$ cat src/core_sfr_cfg.svh
// Address map, field positions, reset values and masks of the core special registers
`ifndef CORE_SFR_CFG_SVH
`define CORE_SFR_CFG_SVH
`define ADDR_INDIRECT 8'h00
`define ADDR_TIMER 8'h01
`define ADDR_PC 8'h02
`define ADDR_STATUS 8'h03
`define ADDR_BANKPTR 8'h04
`define ADDR_PORT5 8'h05
`define ADDR_PORT6 8'h06
`define ADDR_COMMON_LO 8'h10
`define ADDR_COMMON_HI 8'h1F
`define ADDR_BANKED_LO 8'h20
`define ADDR_BANKED_HI 8'h3F
`define PC_RESET 12'h000
`define STATUS_RESET 8'h18
`define STATUS_MASK 8'h7F
`define PORT5_MASK 8'hF1
`define PORT5_PAGE_BIT 0
`define ST_PAGE_HI 6
`define ST_PAGE_LO 5
`define ST_TIMEOUT 4
`define ST_PWRDN 3
`define ST_ZERO 2
`define ST_HALF 1
`define ST_CARRY 0
`define BANK_HI 7
`define BANK_LO 6
`define STACK_DEPTH 8
`define ZERO8 8'h00
`endif

$ cat src/core_sfr_pkg.sv
// Types shared by the core special register group
package core_sfr_pkg;
  // Operations the instruction decoder issues to this group
  typedef enum logic [3:0] {
    OP_NONE = 4'b0000,
    OP_WRITE = 4'b0001,
    OP_JUMP = 4'b0010,
    OP_CALL = 4'b0011,
    OP_RET = 4'b0100,
    OP_STEP = 4'b0101,
    OP_ADDPC = 4'b0110,
    OP_SLEEP = 4'b0111,
    OP_WDCLR = 4'b1000,
    OP_BANK = 4'b1001,
    OP_PAGE = 4'b1010
  } sfr_op_t;
  // One request from the instruction stream
  typedef struct packed {
    sfr_op_t op;
    logic [7:0] addr;
    logic [7:0] wdata;
    logic [9:0] target;
    logic [1:0] sel;
    logic flags_we;
    logic [2:0] flags;
  } sfr_req_t;
  // Wake/reset cause presented with a one-cycle strobe
  typedef enum logic [1:0] {
    EV_WDT_WAKE = 2'b00,
    EV_WDT_RUN = 2'b01,
    EV_PIN_WAKE = 2'b10,
    EV_PIN_RESET = 2'b11
  } sfr_event_t;
endpackage

$ cat src/core_sfr.sv
// Special-function register group: indirect window, timer, program counter, status, ports
//
// Contract
// - Address zero accesses location named by pointer
// - Timer counts pin edge or cycle, RW
// - Program counter spans 4K word ROM
// - Reset clears whole program counter
// - Jump loads low ten counter bits
// - Call pushes next address, loads low ten
// - Returns reload counter from stack, page kept
// - Add to counter carries into upper bits
// - Move to counter replaces low eight bits
// - Jump, call and move load top bits from page
// - Page select picks one of four pages
// - Timeout flag set by sleep, clear, power
// - Power-down flag set power/clear, cleared sleep
// - Wake and reset causes give flag pairs
// - Status low bits are zero, half, carry
// - Pointer top bits pick data bank
// - Pointer low bits address sixty-four locations
// - Port five upper nibble is data
// - Port five bit zero picks control page
// - Port six holds eight data bits
// - Common bytes plus four banked regions
`timescale 1ns/1ns
`include "core_sfr_cfg.svh"
module core_sfr
  import core_sfr_pkg::*;
(
  input wire logic CLK, // Core clock
  input wire logic RSTN, // Asynchronous reset, active low
  input wire sfr_req_t REQ, // Instruction-stream request
  input wire logic TIMER_PIN, // External timer input pin
  input wire logic TIMER_SRC_PIN, // Timer source: 1 pin edge, 0 cycle
  input wire logic CYCLE_EN, // Instruction cycle enable pulse
  input wire logic EVENT_STB, // Wake/reset cause strobe
  input wire sfr_event_t EVENT_KIND, // Cause presented with strobe
  input wire logic [3:0] PORT5_IN, // Port 5 pin levels
  input wire logic [7:0] PORT6_IN, // Port 6 pin levels
  input wire logic [3:0] PORT5_DIR, // Port 5 direction, 1 input
  input wire logic [7:0] PORT6_DIR, // Port 6 direction, 1 input
  output logic [7:0] RDATA, // Read data for REQ.addr
  output logic [11:0] PC_OUT, // Program ROM address
  output logic [7:0] STATUS_OUT, // Status register copy
  output logic [1:0] BANK_OUT, // Active data bank
  output logic CTRL_PAGE, // Control register page select
  output logic [3:0] PORT5_OUT, // Port 5 output latch
  output logic [7:0] PORT6_OUT // Port 6 output latch
);
  // Architectural state
  logic [7:0] timer_reg, timer_next; // Timer clock counter
  logic [11:0] pc_reg, pc_next; // Program counter
  logic [7:0] status_reg, status_next; // Status and page bits
  logic [7:0] bptr_reg, bptr_next; // Bank and indirect pointer
  logic [7:0] port5_reg, port5_next; // Port 5 latch and page bit
  logic [7:0] port6_reg, port6_next; // Port 6 latch
  logic [7:0] common_mem [16]; // Unbanked general bytes
  logic [7:0] banked_mem [128]; // Four banks of 32 bytes
  logic [11:0] stack_mem [`STACK_DEPTH]; // Return stack
  logic [2:0] sp_reg; // Stack pointer
  logic [7:0] rdata_reg; // Registered read data
  logic pin_s1, pin_s2, pin_s3; // Timer pin synchroniser and edge history
  // Decoded request
  wire [7:0] eff_addr; // Address after indirection
  wire is_wr; // Register write
  wire [1:0] bank_sel; // Current bank
  wire [11:0] pc_inc; // Next sequential address
  wire [11:0] pc_page_base; // Page bits on top
  wire [11:0] stack_top; // Return target
  wire pin_edge; // Synchronised rising edge
  wire timer_tick; // Timer count enable
  wire [6:0] bank_index; // Banked memory index
  wire in_common; // Common region hit
  wire in_banked; // Banked region hit
  logic [7:0] rd_mux; // Combinational read value
  // Address zero has no storage: use the pointer's low six bits
  assign eff_addr = (REQ.addr == `ADDR_INDIRECT) ? {2'b00, bptr_reg[5:0]} : REQ.addr;
  assign is_wr = (REQ.op == OP_WRITE);
  assign bank_sel = bptr_reg[`BANK_HI:`BANK_LO];
  assign pc_inc = pc_reg + 12'h001;
  assign pc_page_base = {status_reg[`ST_PAGE_HI:`ST_PAGE_LO], 10'h000};
  assign stack_top = stack_mem[sp_reg - 3'd1];
  assign pin_edge = pin_s2 & ~pin_s3;
  assign timer_tick = TIMER_SRC_PIN ? pin_edge : CYCLE_EN;
  assign bank_index = {bank_sel, eff_addr[4:0]};
  assign in_common = (eff_addr >= `ADDR_COMMON_LO) && (eff_addr <= `ADDR_COMMON_HI);
  assign in_banked = (eff_addr >= `ADDR_BANKED_LO) && (eff_addr <= `ADDR_BANKED_HI);

  // Read multiplexer; unused bits read zero
  always_comb
  begin
    rd_mux = `ZERO8;
    case (eff_addr)
      `ADDR_TIMER: rd_mux = timer_reg;
      `ADDR_PC: rd_mux = pc_reg[7:0];
      `ADDR_STATUS: rd_mux = status_reg & `STATUS_MASK;
      `ADDR_BANKPTR: rd_mux = bptr_reg;
      // Inputs show pin level, outputs show the latch
      `ADDR_PORT5: rd_mux = {(PORT5_DIR & PORT5_IN) | (~PORT5_DIR & port5_reg[7:4]), 3'b000,
        port5_reg[`PORT5_PAGE_BIT]};
      `ADDR_PORT6: rd_mux = (PORT6_DIR & PORT6_IN) | (~PORT6_DIR & port6_reg);
      default:
      begin
        if (in_common)
          rd_mux = common_mem[eff_addr[3:0]];
        else if (in_banked)
          rd_mux = banked_mem[bank_index];
        else
          rd_mux = `ZERO8; // Unmapped reads zero
      end
    endcase
  end

  // Program counter next value
  always_comb
  begin
    pc_next = pc_reg;
    case (REQ.op)
      OP_STEP: pc_next = pc_inc;
      OP_JUMP: pc_next = pc_page_base | {2'b00, REQ.target};
      OP_CALL: pc_next = pc_page_base | {2'b00, REQ.target};
      OP_RET: pc_next = stack_top;
      OP_ADDPC: pc_next = pc_reg + {4'h0, REQ.wdata};
      OP_WRITE:
      begin
        if (eff_addr == `ADDR_PC)
          pc_next = {status_reg[`ST_PAGE_HI:`ST_PAGE_LO], pc_reg[9:8], REQ.wdata};
        else
          pc_next = pc_inc;
      end
      default: pc_next = pc_reg;
    endcase
  end

  // Status next value: writes, then commands, then ALU flags, then causes
  always_comb
  begin
    status_next = status_reg;
    if (is_wr && eff_addr == `ADDR_STATUS)
      status_next = REQ.wdata & `STATUS_MASK;
    if (REQ.op == OP_PAGE)
      status_next[`ST_PAGE_HI:`ST_PAGE_LO] = REQ.sel;
    if (REQ.op == OP_SLEEP)
    begin
      status_next[`ST_TIMEOUT] = 1'b1;
      status_next[`ST_PWRDN] = 1'b0;
    end
    if (REQ.op == OP_WDCLR)
    begin
      status_next[`ST_TIMEOUT] = 1'b1;
      status_next[`ST_PWRDN] = 1'b1;
    end
    if (REQ.flags_we)
      status_next[`ST_ZERO:`ST_CARRY] = REQ.flags;
    // Cause events win the time-out and power-down bits over every other source in the same cycle
    if (EVENT_STB)
      status_next[`ST_TIMEOUT:`ST_PWRDN] = EVENT_KIND;
  end

  // Other register next values
  always_comb
  begin
    bptr_next = bptr_reg;
    port5_next = port5_reg;
    port6_next = port6_reg;
    timer_next = timer_tick ? timer_reg + 8'h01 : timer_reg;
    if (is_wr)
    begin
      case (eff_addr)
        `ADDR_TIMER: timer_next = REQ.wdata; // Write wins over tick
        `ADDR_BANKPTR: bptr_next = REQ.wdata;
        `ADDR_PORT5: port5_next = REQ.wdata & `PORT5_MASK;
        `ADDR_PORT6: port6_next = REQ.wdata;
        default: bptr_next = bptr_reg;
      endcase
    end
    if (REQ.op == OP_BANK)
      bptr_next[`BANK_HI:`BANK_LO] = REQ.sel;
  end

  // Timer pin synchroniser; the second and third stages feed the edge detector
  always_ff @(posedge CLK or negedge RSTN)
  begin
    if (!RSTN)
      {pin_s1, pin_s2, pin_s3} <= 3'b000;
    else
      {pin_s1, pin_s2, pin_s3} <= {TIMER_PIN, pin_s1, pin_s2};
  end

  // Register update; reset is power-up, so both flags set
  always_ff @(posedge CLK or negedge RSTN)
  begin
    if (!RSTN)
    begin
      pc_reg <= `PC_RESET;
      status_reg <= `STATUS_RESET;
      timer_reg <= `ZERO8;
      bptr_reg <= `ZERO8;
      port5_reg <= `ZERO8;
      port6_reg <= `ZERO8;
    end
    else
    begin
      pc_reg <= pc_next;
      status_reg <= status_next;
      timer_reg <= timer_next;
      bptr_reg <= bptr_next;
      port5_reg <= port5_next;
      port6_reg <= port6_next;
    end
  end

  // Stack pointer: call pushes, return pops, wraps like a ring
  always_ff @(posedge CLK or negedge RSTN)
  begin
    if (!RSTN)
      sp_reg <= 3'd0;
    else if (REQ.op == OP_CALL)
      sp_reg <= sp_reg + 3'd1;
    else if (REQ.op == OP_RET)
      sp_reg <= sp_reg - 3'd1;
  end

  // Stack storage holds the address after the call
  always_ff @(posedge CLK)
  begin
    if (REQ.op == OP_CALL)
      stack_mem[sp_reg] <= pc_inc;
  end

  // General data memory writes
  always_ff @(posedge CLK)
  begin
    if (is_wr && in_common)
      common_mem[eff_addr[3:0]] <= REQ.wdata;
    if (is_wr && in_banked)
      banked_mem[bank_index] <= REQ.wdata;
  end

  // Registered outputs
  always_ff @(posedge CLK or negedge RSTN)
  begin
    if (!RSTN)
      rdata_reg <= `ZERO8;
    else
      rdata_reg <= rd_mux;
  end
  assign RDATA = rdata_reg;
  assign PC_OUT = pc_reg;
  assign STATUS_OUT = status_reg;
  assign BANK_OUT = bptr_reg[`BANK_HI:`BANK_LO];
  assign CTRL_PAGE = port5_reg[`PORT5_PAGE_BIT];
  assign PORT5_OUT = port5_reg[7:4];
  assign PORT6_OUT = port6_reg;
endmodule

$ cat config.mk
export PLATFORM = sky130hd
export DESIGN_NAME = core_sfr
export DESIGN_NICKNAME = d
export VERILOG_FILES = /design/src/core_sfr_pkg.sv /design/src/core_sfr.sv
export VERILOG_INCLUDE_DIRS = /design/src
export SDC_FILE = /design/constraint.sdc
export NUM_CORES = 1
export LEC_CHECK = 0
export ABC_AREA = 1
export BUFFER_PORTS_ARGS = -buffer_cell sky130_fd_sc_hd__buf_2
export CAP_MARGIN = 20
export CORE_MARGIN = 2
export CORE_UTILIZATION = 52
export DETAILED_ROUTE_END_ITERATION = 16
export PLACE_DENSITY = 0.68
export SETUP_SLACK_MARGIN = 0.05
export SLEW_MARGIN = 20
export SYNTH_ARGS = -nofsm -noshare
export SYNTH_HDL_FRONTEND = slang
export SYNTH_SLANG_ARGS = --single-unit
$ cat constraint.sdc
create_clock -name CLK -period 7.05 [get_ports CLK]
set_input_delay 0.3525 -clock CLK [delete_from_list [all_inputs] [get_ports CLK]]
set_output_delay 0.3525 -clock CLK [all_outputs]
set_load 0.02 [all_outputs]
---- After elaboration in Yosys (flattened, before gate mapping) ----
Memory sizes are Yosys's and may differ from the RTL's.
Cells that the tools add are included.
cells by class
  add/sub/neg operators ................... 5
  multipliers ............................. 0
  div/mod/pow operators ................... 0
  $lt $le $gt $ge ......................... 4
  eq/ne operators ......................... 17
  shift operators ......................... 0
  mux-type cells .......................... 27
  bitwise operators ....................... 11
  reductions and logical operators ........ 19
operators with widths
  operator                 number
  $mux W8                  8
  $pmux W12 S5             1
  $pmux W8 S6              1
  $eq A8 B3 Y1 const B     3
  $and A8 B8 Y8            2
  $eq A4 B3 Y1 const B     4
  $eq A8 B2 Y1 const B     2
  $add A12 B1 Y12 const B  1
  $add A12 B8 Y12          1
  $eq A4 B4 Y1 const B     3
  $mux W12                 1
  $or A12 B10 Y12          1
  $mux W2                  5
  $reduce_and A2 Y1        5
  $reduce_bool A2 Y1       5
  $mux W3                  3
  $add A8 B1 Y8 const B    1
  $and A4 B4 Y4            2
  $eq A4 B2 Y1 const B     2
  $eq A8 B1 Y1 const B     1
  $ge A8 B5 Y1 const B     1
  $ge A8 B6 Y1 const B     1
  $le A8 B5 Y1 const B     1
  $le A8 B6 Y1 const B     1
  other kinds (17)         27
word-level totals
  bits in registers ....................... 62
  bits in latches ......................... 0
  memory bits (writable) .................. 1248
  ROM bits ................................ 0
  input port bits ......................... 68
  logic and storage cells ................. 101
  memories kept ........................... 3
memory list
  memory      words  bits a word  rd ports  clocked after Yosys merged registers in  write ports  line            source
  banked_mem  128    8            1         0                                        1            core_sfr.sv:58  logic [7:0] banked_mem [128];
  common_mem  16     8            1         0                                        1            core_sfr.sv:57  logic [7:0] common_mem [16];
  stack_mem   8      12           1         0                                        1            core_sfr.sv:59  logic [11:0] stack_mem [`STACK_DEPTH];

---- Logic depth before layout (Yosys ltp) ----
  depth in word-level cells ............... 8
  depth in mapped cells ................... 21

---- Worst setup path after synthesis ----
No wires, ideal clock.
  path kind ............................... in2reg
  from .................................... input REQ[26] in the netlist's numbering
  to ...................................... memory banked_mem[100][0] (enable)
  library setup time ...................... 370 ps
  arrival time ............................ 2394 ps
  setup slack ............................. 4285 ps
  cell stages on the path ................. 12
  cells stage by stage .................... nor2_1 nand2_2 nor2_8 nand2_1 nand2_2 nand2_2 inv_2 buf_2 buf_2 nand3_1 buf_2 nor2_1
on the way
  longest elaborated chain between the ends .. 7
ends and longest elaborated chain
  what                                                           line             source
  start, declared                                                core_sfr.sv:32   input wire sfr_req_t REQ,
  $logic_not A8 Y1 (no line)                                     -
  $mux W8 (*)                                                    core_sfr.sv:77   assign eff_addr = (REQ.addr == `ADDR_INDIRECT) ? {2'b00, bptr_reg[5:0]} : REQ.addr;
  $ge A8 B6 Y1 (no line) / $le A8 B6 Y1 (equally long branches)  -
  $logic_and A1 B1 Y1                                            core_sfr.sv:87   assign in_banked = (eff_addr >= `ADDR_BANKED_LO) && (eff_addr <= `ADDR_BANKED_HI);
  $logic_and A1 B1 Y1                                            core_sfr.sv:236  if (is_wr && in_banked)
  $mux W1                                                        core_sfr.sv:236
  $mux W1 (not written as such)                                  core_sfr.sv:237  banked_mem[bank_index] <= REQ.wdata;
  end, declared                                                  core_sfr.sv:58
Every way passes the cells marked *; elsewhere a longest branch is shown, timed or not.

---- Worst setup path after layout ----
  from .................................... register bptr_reg[1]
  to ...................................... register status_reg[2], in the netlist STATUS_OUT[2]
on the way
  longest elaborated chain between the ends .. 4
ends and longest elaborated chain
  what                           line             source
  start, declared                core_sfr.sv:54   logic [7:0] bptr_reg, bptr_next;
  start signal, assigned         core_sfr.sv:198  bptr_reg <= `ZERO8;
  start signal, assigned         core_sfr.sv:207  bptr_reg <= bptr_next;
  $mux W8                        core_sfr.sv:77
  $eq A8 B2 Y1                   -
  $logic_and A1 B1 Y1 (no line)  -
  $reduce_bool A2 Y1 (no line)   -
  end signal, assigned           core_sfr.sv:196  status_reg <= `STATUS_RESET;
  end signal, assigned           core_sfr.sv:205  status_reg <= status_next;
  end, declared                  core_sfr.sv:53   logic [7:0] status_reg, status_next;
Every way passes these cells.
A chain may end at the register's enable or synchronous reset.

==> metrics.md <==
| Metric | Value |
|---|---|
| CTS tree | `built` |
| Hpwl dp | `90.7 mm` |
| Chip Height | `331 um` |
| Setup-failing EPs final | `0` |
| Top cells by count, synth | `nand2_1 (1415), edfxtp_1 (1248), nor2_1 (641), inv_1 (456), o21ai_0 (314)` |
| Multi-input gate area | `13800 sq um` |
| Maximum clock path buffer count | `3` |
| Final period util | `69.0%` |
| Cell Area, Placed | `57500 sq um` |
| Critical setup path kind | `reg -> reg` |
| Syn Nets | `5190` |
| Global-route wire length before repair | `227 mm` |
| Overflow after GRT | `0` |
| Initial antenna violation count | `0` |
| Pin count of the biggest net entering global routing | `198` |
| Flop2flop setup slack | `2180 ps` |
| Die Width | `331 um` |
| CP max FO | `26` |
| Setup Fix Bufs, Post-CTS | `0` |
| Most flops, register | `banked_mem` |
| NumNets Final | `5297` |
| Sequential Power Share | `49.5%` |
| Synth area leaders | `edfxtp_1 (67%), nand2_1 (9.5%), nor2_1 (4.3%), inv_1 (3.1%), o21ai_0 (2.8%)` |
| Cell area after synthesis | `55700 sq um` |
| Slew at the pin with the worst max-slew slack | `1200 ps` |
| Storage cell area | `39000 sq um` |
| H-tree Lvls | `4` |
| Number of enable flip-flop cells after synthesis | `1248` |
| Routed Antenna Nets | `0` |
| Count leader, synth | `nand2_1` |
| Final Skew | `22.2 ps` |
| Via count | `38100` |
| Max FFs per register | `1024` |
| Seq cells post-synth | `1310` |
| Clk pwr share | `39.7%` |
| Site row count | `120` |
| Drt via density | `5.67` |
| Peak supply drop | `250 uV` |
| Worst setup path start | `bptr_reg[1]` |
| Synth top area share | `67.3%` |
| Layout area overhead | `11.5%` |
| P_sw | `4.55 mW` |
| Share of post-route cells with drive strength above 1 | `8.77%` |
| Critical path data arrival time | `5560 ps` |
| Hold crit path type | `in -> reg` |
| Post-Synthesis Cells | `5109` |
| Net Sw Frac | `25.6%` |
| P_leak | `24.0 nW` |
| Drt pass-1 iters | `6` |
| ANT cells | `0` |
| Clk_lat worst skew | `750 ps` |
| Critical Path Start Type | `flop` |
| TritonCTS buffer count | `135` |
| Async SR Flop Fraction | `4.73%` |
| Synth Warn # | `0` |
| Synth Area per Inst | `10.9 sq um` |
| GP Congestion | `0.938` |
| Final Cell Area | `62100 sq um` |
| Core area | `107000 sq um` |
| Max-slew headroom | `19.6%` |
| Yosys top cell by area | `edfxtp_1` |
| Overall routed net length | `153 mm` |
| Required @ worst endpoint | `7740 ps` |
| GRT Util Overall | `28.0%` |
| Worst r2r src | `bptr_reg[1]` |
| Number of global-route vias before repair | `36100` |
| Starting Density | `52.2%` |
| Clock Root Buffer | `clkbuf_16` |
| Port bufs | `109` |
| Fin. max-slew vios | `0` |
| Critical Path End | `STATUS_OUT[2]` |
| I/O pin count | `111` |
| Crit. End Element | `flop` |
| Max Clock Freq | `205 MHz` |
| Max Cap Violations | `0` |
| Drt first-iter violations | `4807` |
| Overall power | `17.7 mW` |
| Status | `finished clean` |
| Fin. Hold Viols | `0` |
| Final Instance Count excl. Fillers | `6729` |
| Crit path time final | `4870 ps` |
| Reg clk slew, reported paths | `60 ps` |
| Post-Route Setup TNS | `0 ps` |
| Sink Count | `1310` |
| Post-synthesis sequential area ratio | `70.1%` |
| R2r endpoint | `STATUS_OUT[2]` |
| Pwr dens | `286 nW/um^2` |
| Worst R2R Path Depth | `12` |
| Cell-internal power | `13.2 mW` |
| Placed insts | `6456` |
| Die Area | `110000 sq um` |
| WL/cell | `22.8 um` |
| Unrepaired setup endpoints after global routing | `false` |
| DRC | `0` |
| Combinational share of power | `10.8%` |
| Number of distinct library cells after synthesis | `51` |
| FILL cells | `8767` |
| Primary FF master, synth | `edfxtp_1` |
## cells in the final DEF, fill, tap and decap left out, types with 6 or more instances in the layout
cell / n
nand2_1: 1415
edfxtp_1: 1248
nor2_1: 638
inv_1: 456
o21ai_0: 314
nand3_1: 170
a21oi_1: 145
clkbuf_16: 138
buf_2: 101
o21ai_1: 98
buf_4: 68
a22oi_1: 66
or2_2: 66
dfrtp_1: 60
clkinv_1: 35
clkbuf_1: 32
dlygate4sd3_1: 26
clkinv_2: 18
o22ai_1: 18
o211ai_1: 18
mux2i_1: 12
o32ai_1: 12
ha_1: 12
xor2_1: 11
o221ai_1: 11
nor3_1: 9
bufinv_16: 9
nand4_1: 8
inv_2: 8
buf_6: 8
a31oi_1: 7
nand2_2: 6
or2_0: 6
a221oi_1: 6
## cells by family after synthesis
family | synth area share [%]
compound gates | 7.18
simple gates | 16.7
xor+xnor | 0.189
flops | 70.1
other cells | 0.00674
mux | 0.216
fa+ha+maj | 0.306
buf+inv | 5.23
## what timing repair did
action / 4_1_cts / 5_1_grt
hold buffers: 26 / 0
resized for setup: 0 / 0
endpoints found under the hold margin: 135 / 0
## worst min-delay path by stage
stage	startpoint	endpoint	slack, ps	cells after the start
3_3_place_gp	pin_s1	pin_s2	330	0
5_1_grt	REQ[17]	banked_mem[125][1]	30	1
6_report	REQ[17]	banked_mem[125][1]	40	1
4_1_cts	REQ[17]	banked_mem[73][1]	10	1
3_5_place_dp	pin_s1	pin_s2	340	0
2_1_floorplan	RSTN	PC_OUT[0]	60	0
## final cells by class
cell class	count	share of cell area [%]
Clock buffer	174	5.85
Clock inverter	73	1.13
Inverter	470	2.85
Multi-Input combinational cell	3093	22.2
Sequential cell	1310	62.9
Tap cell	1403	2.83
Timing Repair Buffer	206	2.30
## metrics by stage
step	setup slack, ps	util, %	hold WS [ps]
final	2180	58.2	44.8
after global routing	2070	58.2	32.0
after CTS	2310	58.2	14.3
after detailed placement	2580	53.9	336
after global placement	2620	53.9	332
after floorplan	4290	-	56.9
## routing by layer
layer	up-vias	global-route usage, %	share of wire (%)
li1	17400	-	-
met1	18400	38.6	40
met2	1890	44.3	47
met3	370	4.99	9.0
met4	0	11.5	4.0
met5	-	0	0
## worst max-delay path: stages (launching register included)
cell and delay, ps:
dfrtp_1 440, inv_1 120, o21bai_4 790, nand2_1 850, nor2_1 500, nand2_1 320
nor2_2 220, inv_2 100, nand2_1 110, o22ai_1 70, dlygate4sd3_1 560, a21oi_1 110
dlygate4sd3_1 570
## power by group through the flow
stage | clock network, mW | registers, mW | logic [mW]
global placement | 0 | 8.94 | 1.83
detailed placement | 0 | 8.94 | 1.86
CTS | 7.06 | 8.78 | 1.89
floorplan | 0 | 8.95 | 1.11
global route | 7.36 | 8.79 | 2.09
finish | 7.04 | 8.78 | 1.92
(Power assumes the default switching activity.)
